## config.mk

```make
export PLATFORM = sky130hd
export DESIGN_NAME = gtc_timer
export DESIGN_NICKNAME = d
export VERILOG_FILES = /design/src/design/gtc_pkg.sv /design/src/design/gtc_sync2.sv /design/src/design/gtc_prescaler.sv /design/src/design/gtc_timer.sv
export SDC_FILE = /design/constraint.sdc
export NUM_CORES = 1
export LEC_CHECK = 0
export BUFFER_PORTS_ARGS = -buffer_cell sky130_fd_sc_hd__clkbuf_2
export CAP_MARGIN = 30
export CORE_ASPECT_RATIO = 0.5
export CORE_MARGIN = 3
export CORE_UTILIZATION = 40
export CTS_CLUSTER_SIZE = 30
export DETAILED_ROUTE_END_ITERATION = 12
export GPL_TIMING_DRIVEN = 1
export PLACE_DENSITY = 0.72
export SETUP_SLACK_MARGIN = 0.05
export SLEW_MARGIN = 20
export SYNTH_ARGS = -nofsm -noshare
export SYNTH_HDL_FRONTEND = slang
export SYNTH_HIERARCHICAL = 1
export SYNTH_SLANG_ARGS = --single-unit
```

## constraint.sdc

```tcl
create_clock -name sys_clk -period 2.7 [get_ports sys_clk]
set_input_delay 0.54 -clock sys_clk [delete_from_list [all_inputs] [get_ports sys_clk]]
set_output_delay 0.54 -clock sys_clk [all_outputs]
set_load 0.02 [all_outputs]
```

## src/design/gtc_pkg.sv

```systemverilog
`default_nettype none
package gtc_pkg;
	localparam int GTC_WIDTH = 16;
	localparam int GTC_BYTE = 8;
	localparam int GTC_PRE_W = 2;
	localparam int GTC_INSTR_DIV = 4;
	localparam logic [1:0] GTC_DIV_LAST = 2'h3;
	localparam logic [15:0] GTC_COUNT_RESET = 16'h0000;
	localparam logic [15:0] GTC_COUNT_ONE = 16'h0001;
	localparam logic [1:0] GTC_SRC_INSTR = 2'h0;
	localparam logic [1:0] GTC_SRC_SYS = 2'h1;
	localparam logic [1:0] GTC_SRC_EXT = 2'h2;
	localparam logic [1:0] GTC_SRC_RSVD = 2'h3;
	localparam logic [1:0] GTC_GATE_PIN = 2'h0;
	localparam logic [1:0] GTC_GATE_CMP1 = 2'h1;
	localparam logic [1:0] GTC_GATE_CMP2 = 2'h2;

	typedef struct packed {
		logic timer_run_bit;
		logic gate_enable_bit;
		logic [1:0] count_source_select;
		logic crystal_driver_enable;
		logic ext_sync_bit;
		logic [1:0] prescale_sel;
		logic [1:0] gate_source_sel;
		logic gate_polarity;
	} gtc_ctrl_t;

	typedef struct packed {
		logic wr_high;
		logic wr_low;
		logic [7:0] wdata;
	} gtc_wr_t;

	typedef enum logic [1:0] {
		GTC_ARMED = 2'b00,
		GTC_SEEN_LOW = 2'b01
	} gtc_edge_state_t;
endpackage
`default_nettype wire

```

## src/design/gtc_sync2.sv

```systemverilog
`default_nettype none
module gtc_sync2
	import gtc_pkg::*;
#(
	parameter int WIDTH = 1
) (
	input wire logic sys_clk,
	input wire logic reset,
	input wire logic [WIDTH-1:0] async_in,
	output logic [WIDTH-1:0] sync_out
);
	logic [WIDTH-1:0] stage1;
	logic [WIDTH-1:0] stage2;

	// first stage is read only by the second
	always_ff @(posedge sys_clk or posedge reset) begin
		if (reset) begin
			stage1 <= '0;
			stage2 <= '0;
		end else begin
			stage1 <= async_in;
			stage2 <= stage1;
		end
	end

	assign sync_out = stage2;
endmodule
`default_nettype wire

```

## src/design/gtc_prescaler.sv

```systemverilog
`default_nettype none
module gtc_prescaler
	import gtc_pkg::*;
(
	input wire logic sys_clk,
	input wire logic reset,
	input wire logic tick_in,
	input wire logic clear,
	input wire logic [GTC_PRE_W-1:0] ratio_sel,
	output logic tick_out
);
	logic [2:0] count;
	logic [2:0] next_count;
	logic [2:0] limit;

	// ratio 1:1, 1:2, 1:4, 1:8
	always_comb begin
		limit = 3'((4'h1 << ratio_sel) - 4'h1);
		next_count = count;
		tick_out = 1'b0;
		if (clear) begin
			next_count = 3'h0;
		end else if (tick_in) begin
			if (count >= limit) begin
				next_count = 3'h0;
				tick_out = 1'b1;
			end else begin
				next_count = count + 3'h1;
			end
		end
	end

	always_ff @(posedge sys_clk or posedge reset) begin
		if (reset) begin
			count <= 3'h0;
		end else begin
			count <= next_count;
		end
	end
endmodule
`default_nettype wire

```

## src/design/gtc_timer.sv

```systemverilog
`default_nettype none
// Function
// - sixteen-bit up counter read and written as high and low bytes
// - writing either byte replaces that byte of the live count at once
// - internal source makes a timer that steps once per instruction cycle
// - internal source steps on instruction cycle multiples set by the prescaler
// - external source steps on rising edges only, through the prescaler, timer or counter use
// - run off means off; run on counts always or only when gated
// - source select: 00 instr, 01 system, 10 crystal or pin, 11 reserved
// - system-clock source adds four per instruction cycle
// - count clock gateable by gate pin or either comparator output
// - counter steps on pin rising edges, synchronised whichever way ext_sync_bit is set
// - a falling edge must precede first counted rise after enable or write
module gtc_timer
	import gtc_pkg::*;
#(
	parameter int WIDTH = GTC_WIDTH
) (
	input wire logic sys_clk,
	input wire logic reset,
	input wire gtc_ctrl_t ctrl,
	input wire gtc_wr_t count_wr,
	input wire logic overflow_clear,
	input wire logic external_count_input,
	input wire logic crystal_clock_in,
	input wire logic gate_input_pin,
	input wire logic first_comparator_output,
	input wire logic second_comparator_output,
	output logic [GTC_BYTE-1:0] count_high_byte,
	output logic [GTC_BYTE-1:0] count_low_byte,
	output logic overflow_flag,
	output logic gate_open,
	output logic counter_running
);
	logic [2:0] pins_sync;
	logic ext_sync;
	logic xtal_sync;
	logic gate_pin_sync;
	logic cmp1_sync;
	logic cmp2_sync;

	// all pins cross into sys_clk before any logic reads them
	gtc_sync2 #(.WIDTH(3)) u_pin_sync (
		.sys_clk(sys_clk),
		.reset(reset),
		.async_in({external_count_input, crystal_clock_in, gate_input_pin}),
		.sync_out(pins_sync)
	);
	gtc_sync2 #(.WIDTH(2)) u_cmp_sync (
		.sys_clk(sys_clk),
		.reset(reset),
		.async_in({first_comparator_output, second_comparator_output}),
		.sync_out({cmp1_sync, cmp2_sync})
	);
	assign ext_sync = pins_sync[2];
	assign xtal_sync = pins_sync[1];
	assign gate_pin_sync = pins_sync[0];

	logic [1:0] div_cnt;
	logic [1:0] next_div_cnt;
	logic instr_tick;

	// one-cycle instruction enable, system clock divided by four
	always_comb begin
		next_div_cnt = div_cnt + 2'h1;
		instr_tick = (div_cnt == GTC_DIV_LAST);
	end

	always_ff @(posedge sys_clk or posedge reset) begin
		if (reset) begin
			div_cnt <= 2'h0;
		end else begin
			div_cnt <= next_div_cnt;
		end
	end

	logic ext_level;
	logic ext_prev;
	logic next_ext_prev;
	logic async_mode;
	logic run_en;
	logic gate_raw;

	// asynchronous option still samples here; only one clock domain exists
	assign async_mode = ~ctrl.ext_sync_bit;
	assign ext_level = (ctrl.crystal_driver_enable) ? xtal_sync : ext_sync;

	always_comb begin
		case (ctrl.gate_source_sel)
			GTC_GATE_PIN: gate_raw = gate_pin_sync;
			GTC_GATE_CMP1: gate_raw = cmp1_sync;
			GTC_GATE_CMP2: gate_raw = cmp2_sync;
			default: gate_raw = gate_pin_sync;
		endcase
		gate_open = gate_raw ^ ctrl.gate_polarity;
		run_en = ctrl.timer_run_bit & (~ctrl.gate_enable_bit | gate_open);
	end

	gtc_edge_state_t edge_state;
	gtc_edge_state_t next_edge_state;
	logic ext_rise;
	logic any_write;

	assign any_write = count_wr.wr_high | count_wr.wr_low;

	// arm on a falling edge, not a low level: enabling while low must not count
	always_comb begin
		next_ext_prev = ext_level;
		next_edge_state = edge_state;
		ext_rise = 1'b0;
		if (!ctrl.timer_run_bit || any_write) begin
			next_edge_state = GTC_ARMED;
		end else begin
			case (edge_state)
				GTC_ARMED: begin
					if (ext_prev && !ext_level) begin
						next_edge_state = GTC_SEEN_LOW;
					end
				end
				GTC_SEEN_LOW: begin
					ext_rise = ext_level & ~ext_prev;
				end
				default: next_edge_state = GTC_ARMED;
			endcase
		end
	end

	always_ff @(posedge sys_clk or posedge reset) begin
		if (reset) begin
			edge_state <= GTC_ARMED;
			ext_prev <= 1'b0;
		end else begin
			edge_state <= next_edge_state;
			ext_prev <= next_ext_prev;
		end
	end

	logic src_tick;
	logic [WIDTH-1:0] step;
	logic pre_tick;

	always_comb begin
		src_tick = 1'b0;
		step = WIDTH'(GTC_COUNT_ONE);
		case (ctrl.count_source_select)
			GTC_SRC_INSTR: src_tick = instr_tick;
			GTC_SRC_SYS: begin
				src_tick = instr_tick;
				step = WIDTH'(GTC_INSTR_DIV);
			end
			GTC_SRC_EXT: src_tick = ext_rise;
			GTC_SRC_RSVD: src_tick = 1'b0;
			default: src_tick = 1'b0;
		endcase
	end

	gtc_prescaler u_pre (
		.sys_clk(sys_clk),
		.reset(reset),
		.tick_in(src_tick & run_en),
		.clear(any_write | ~ctrl.timer_run_bit),
		.ratio_sel(ctrl.prescale_sel),
		.tick_out(pre_tick)
	);

	logic [WIDTH-1:0] count;
	logic [WIDTH-1:0] next_count;
	logic [WIDTH:0] sum;
	logic next_overflow;

	always_comb begin
		sum = {1'b0, count} + {1'b0, step};
		next_count = count;
		next_overflow = overflow_flag;
		if (overflow_clear) begin
			next_overflow = 1'b0;
		end
		if (pre_tick) begin
			next_count = sum[WIDTH-1:0];
			if (sum[WIDTH]) begin
				next_overflow = 1'b1;
			end
		end
		if (count_wr.wr_high) begin
			next_count[WIDTH-1 -: GTC_BYTE] = count_wr.wdata;
		end
		if (count_wr.wr_low) begin
			next_count[GTC_BYTE-1:0] = count_wr.wdata;
		end
	end

	always_ff @(posedge sys_clk or posedge reset) begin
		if (reset) begin
			count <= WIDTH'(GTC_COUNT_RESET);
			overflow_flag <= 1'b0;
		end else begin
			count <= next_count;
			overflow_flag <= next_overflow;
		end
	end

	assign count_high_byte = count[WIDTH-1 -: GTC_BYTE];
	assign count_low_byte = count[GTC_BYTE-1:0];
	assign counter_running = run_en;

	logic unused_async;
	assign unused_async = async_mode;

	property p_wrap_sets_flag;
		@(posedge sys_clk) disable iff (reset)
		(pre_tick && sum[WIDTH] && !any_write)
		|=> (overflow_flag && count == $past(sum[WIDTH-1:0]));
	endproperty
	a_wrap_sets_flag: assert property (p_wrap_sets_flag)
		else $error("wrap did not set overflow");

	property p_hold_when_off;
		@(posedge sys_clk) disable iff (reset)
		(!ctrl.timer_run_bit && !any_write) |=> $stable(count);
	endproperty
	a_hold_when_off: assert property (p_hold_when_off)
		else $error("count moved while off");

	property p_gate_closed;
		@(posedge sys_clk) disable iff (reset)
		(ctrl.gate_enable_bit && !gate_open && !any_write) |=> $stable(count);
	endproperty
	a_gate_closed: assert property (p_gate_closed)
		else $error("counting with gate closed");

	property p_low_write;
		@(posedge sys_clk) disable iff (reset)
		(count_wr.wr_low && !count_wr.wr_high) |=> count_low_byte == $past(count_wr.wdata);
	endproperty
	a_low_write: assert property (p_low_write)
		else $error("low byte write lost");

	property p_high_write;
		@(posedge sys_clk) disable iff (reset)
		count_wr.wr_high |=> count_high_byte == $past(count_wr.wdata);
	endproperty
	a_high_write: assert property (p_high_write)
		else $error("high byte write lost");

	property p_no_rise_armed;
		@(posedge sys_clk) disable iff (reset)
		(edge_state == GTC_ARMED) |-> !ext_rise;
	endproperty
	a_no_rise_armed: assert property (p_no_rise_armed)
		else $error("rise counted before falling edge");

	property p_instr_rate;
		@(posedge sys_clk) disable iff (reset)
		instr_tick |=> !instr_tick [*3] ##1 instr_tick;
	endproperty
	a_instr_rate: assert property (p_instr_rate)
		else $error("instruction enable not one in four");

	property p_reserved_src;
		@(posedge sys_clk) disable iff (reset)
		(ctrl.count_source_select == GTC_SRC_RSVD) |-> !src_tick;
	endproperty
	a_reserved_src: assert property (p_reserved_src)
		else $error("reserved source counted");

	property p_sys_step;
		@(posedge sys_clk) disable iff (reset)
		(pre_tick && !any_write && ctrl.count_source_select == GTC_SRC_SYS)
		|=> count == $past(count) + WIDTH'(GTC_INSTR_DIV);
	endproperty
	a_sys_step: assert property (p_sys_step)
		else $error("system source did not add four");

	property p_ovf_clear;
		@(posedge sys_clk) disable iff (reset)
		(overflow_clear && !(pre_tick && sum[WIDTH])) |=> !overflow_flag;
	endproperty
	a_ovf_clear: assert property (p_ovf_clear)
		else $error("overflow clear ignored");

	property p_write_rearm;
		@(posedge sys_clk) disable iff (reset)
		any_write |=> (edge_state == GTC_ARMED);
	endproperty
	a_write_rearm: assert property (p_write_rearm)
		else $error("write did not rearm edge detector");

	property p_idle_hold;
		@(posedge sys_clk) disable iff (reset)
		(!pre_tick && !any_write) |=> $stable(count);
	endproperty
	a_idle_hold: assert property (p_idle_hold)
		else $error("count moved without a tick");

	property p_ext_rise_step;
		@(posedge sys_clk) disable iff (reset)
		(ctrl.count_source_select == GTC_SRC_EXT && ext_rise && run_en && !any_write
		&& ctrl.prescale_sel == '0) |=> count == $past(count) + WIDTH'(GTC_COUNT_ONE);
	endproperty
	a_ext_rise_step: assert property (p_ext_rise_step)
		else $error("external rise not counted");
endmodule
`default_nettype wire

```

==> flow_metrics.env <==
export IMPL_report_final_slew_viol_count=0
export IMPL_p_sw_mw=0.348
export IMPL_critical_path_top_delay_family="compound AO/OA/AOI/OAI gates"
export IMPL_cp_arrival_ns=2.69
export IMPL_crit_slowest_cell="o31a_2"
export IMPL_hpwlAfterDp_mm=3.23
export IMPL_fin_crit_sh=0.933
export IMPL_final_cell_mix="clkbuf_2 (45), dfrtp_1 (34), nand2_1 (19)"
export IMPL_hold_viol=0
export IMPL_diodes=0
export IMPL_synth_edf_count=0
export IMPL_clkSinkCount=34
export IMPL_mostFrequentLayoutCell="clkbuf_2"
export IMPL_cts_htree_levels=2
export IMPL_avgSynthCellArea_um2=10.0
export IMPL_seq_power_share=0.460
export IMPL_cts_root_buf="clkbuf_8"
export IMPL_start_util=0.434
export IMPL_die_area_mm2=0.00532
export IMPL_critPathBufInv=2
export IMPL_ys_flop_type="dfrtp_1"
export IMPL_wl_per_cell_um=13.9
export IMPL_hold_buffers=0
export IMPL_clockBufferDepth=2
export IMPL_ys_warnings_count=6
export IMPL_drc_errors=0
export IMPL_drt_wl_total_mm=4.07
export IMPL_core_mm2=0.00408
export IMPL_ios=48
export IMPL_p_leak_nw=1.09
export IMPL_p_clk_frac=0.376
export IMPL_setup_worst_path_end_class="register"
export IMPL_instances_no_fill=292
export IMPL_routed_via_density=5.15
export IMPL_die_w_um=100
export IMPL_die_h_um=53.1
export IMPL_share_comb_of_total_power=0.164
export IMPL_rsz0062_at_grt="no"
export IMPL_rrSetupSlack_ns=0.41
export IMPL_track_usage=0.163
export IMPL_critPathLaunchType="input pin"
export IMPL_cap_violations=0
export IMPL_synth_cells=177
export IMPL_cts_tree="done"
export IMPL_cts_buffers=5
export IMPL_yosys_register_bits=34
export IMPL_whs_ns=0.171
export IMPL_synth_nets=216
export IMPL_ys_async_sr_fraction=1.00
export IMPL_syn_area_mm2=0.00177
export IMPL_tightest_slew_ns=0.801
export IMPL_place_congestion=0.793
export IMPL_drtAntennaViolNets=0
export IMPL_cp_cell_sequence="clkbuf_4 > inv_8 > ha_4 > a22oi_2 > o21ai_2 > xnor2_2 > a221oi_2 > and3b_2 > nand4_1 > o31a_2 > o31a_1"
export IMPL_drt_initial_drc_count=130
export IMPL_grt_pass1_wl_mm=6.67
export IMPL_syn_to_final_growth_pct=30.2
export IMPL_seq_area_frac_synth=0.480
export IMPL_core_rowCount=16
export IMPL_cp_max_fo=4
export IMPL_power_density_mw_per_mm2=539
export IMPL_netlist_area_leader_share=0.480
export IMPL_status="finished clean"
export IMPL_path_class="in -> reg"
export IMPL_swShare=0.280
export IMPL_vias=1503
export IMPL_drive_gt1_frac=0.366
export IMPL_portBuffers=46
export IMPL_ir_worst_vdd_mv=0.248
export IMPL_synth_distinct_cells=43
export IMPL_slew_headroom=0.465
export IMPL_grt_pass1_vias=1356
export IMPL_hp_class="in -> async"
export IMPL_insertion_delay_ns=0.29
export IMPL_first_pass_iters=4
export IMPL_nets=276
export IMPL_synth_area_leaders="dfrtp_1 (48%), ha_1 (7.1%), o21ai_0 (4.5%)"
export IMPL_clk_pin_slew_ns=0.08
export IMPL_p_int_mw=0.896
export IMPL_finalCriticalPeriod_ns=2.52
export IMPL_antenna_found_initial=0
export IMPL_slowest_delay_ns=0.39
export IMPL_skew_ns=0.00868
export IMPL_finalSetupViolations=0
export IMPL_grt_ovfl_total=0
export IMPL_cp_required_ns=2.87
export IMPL_setup_tns_ns=0
export IMPL_dp_cells=283
export IMPL_fmax_mhz=397
export IMPL_yosys_area_top_type="dfrtp_1"
export IMPL_grt_max_degree=22
kinds of logic (layout without fill, tap and decap cells):
group,after synthesis,in the layout,share of synthesized area
compound gates,39,39,0.144
flops,34,34,0.480
xor+xnor,9,9,0.0445
simple gates,62,62,0.201
mux,3,3,0.0176
fa+ha+maj,10,10,0.0706
buf+inv,20,81,0.0423
power by group through the flow:
stage	Sequential (mW)	Clock, mW	Combinational, mW
after global placement	0.580	0	0.194
after floorplan	0.601	0	0.0922
final	0.572	0.468	0.204
after global routing	0.577	0.499	0.226
after detailed placement	0.581	0	0.200
after CTS	0.571	0.480	0.201
worst paths after layout:
| kind | startpoint | end | cells after the start |
|---|---|---|---|
| min | reset | u_cmp_sync/sync_out[0]$_DFF_PP0_ | 2 |
| min in group sys_clk | external_count_input | u_pin_sync/stage1[2]$_DFF_PP0_ | 1 |
| min reg2reg | u_pin_sync/stage1[1]$_DFF_PP0_ | u_pin_sync/sync_out[1]$_DFF_PP0_ | 0 |
| max in group asynchronous | reset | count[10]$_DFFE_PP0P_ | 2 |
| max reg2reg | u_cmp_sync/sync_out[0]$_DFF_PP0_ | count[15]$_DFFE_PP0P_ | 8 |
| max | ctrl[1] | count[15]$_DFFE_PP0P_ | 11 |
metal layers:
metal / track usage / part of all wire
met1: 0.224 / 0.48
met2: 0.254 / 0.47
met3: 0.0553 / 0.050
met4: 0.0268 / 0.0042
met5: 0 / 0
registers in the layout (all words and copies together) (netlist names):
signal               count
u_pre/count              3
count                   16
overflow_flag            1
edge_state               1
ext_prev                 1
u_cmp_sync/stage1        2
div_cnt                  2
u_pin_sync/sync_out      3
u_cmp_sync/sync_out      2
u_pin_sync/stage1        3
repair_timing:
action,CTS,global route
setup endpoints to repair,0,3
buffers inserted,0,1
gates resized for setup,0,5
synthesized netlist by cell type, types with 3 or more instances:
master    count
dfrtp_1      34
nand2_1      19
inv_1        17
o21ai_0      16
ha_1         10
nor2_1        8
nand4_1       7
nand2b_1      6
xor2_1        6
a21oi_1       4
a31oi_1       4
nand3_1       4
or3_1         3
xnor2_1       3
area by class of cell:
class	instances	area (µm²)
clock buffer	5	68.8
clock inverter	3	45.0
fill	365	1780
inverter	17	73.8
multi-input combinational	123	895
sequential	34	851
tap	54	67.6
timing repair buffer	56	308
metrics by stage:
stage / utilization / total power [mW] / instance area, µm² / setup slack [ns]
CTS: 0.559 / 1.25 / 2280 / 0.145
global route: 0.565 / 1.30 / 2310 / 0.0628
global placement: 0.531 / 0.774 / 2170 / -0.0955
finish: 0.565 / 1.24 / 2310 / 0.181
floorplan: - / 0.694 / 1820 / 0.0135
detailed placement: 0.531 / 0.781 / 2170 / -0.146
No activity file was read; power rests on OpenSTA's default activity.
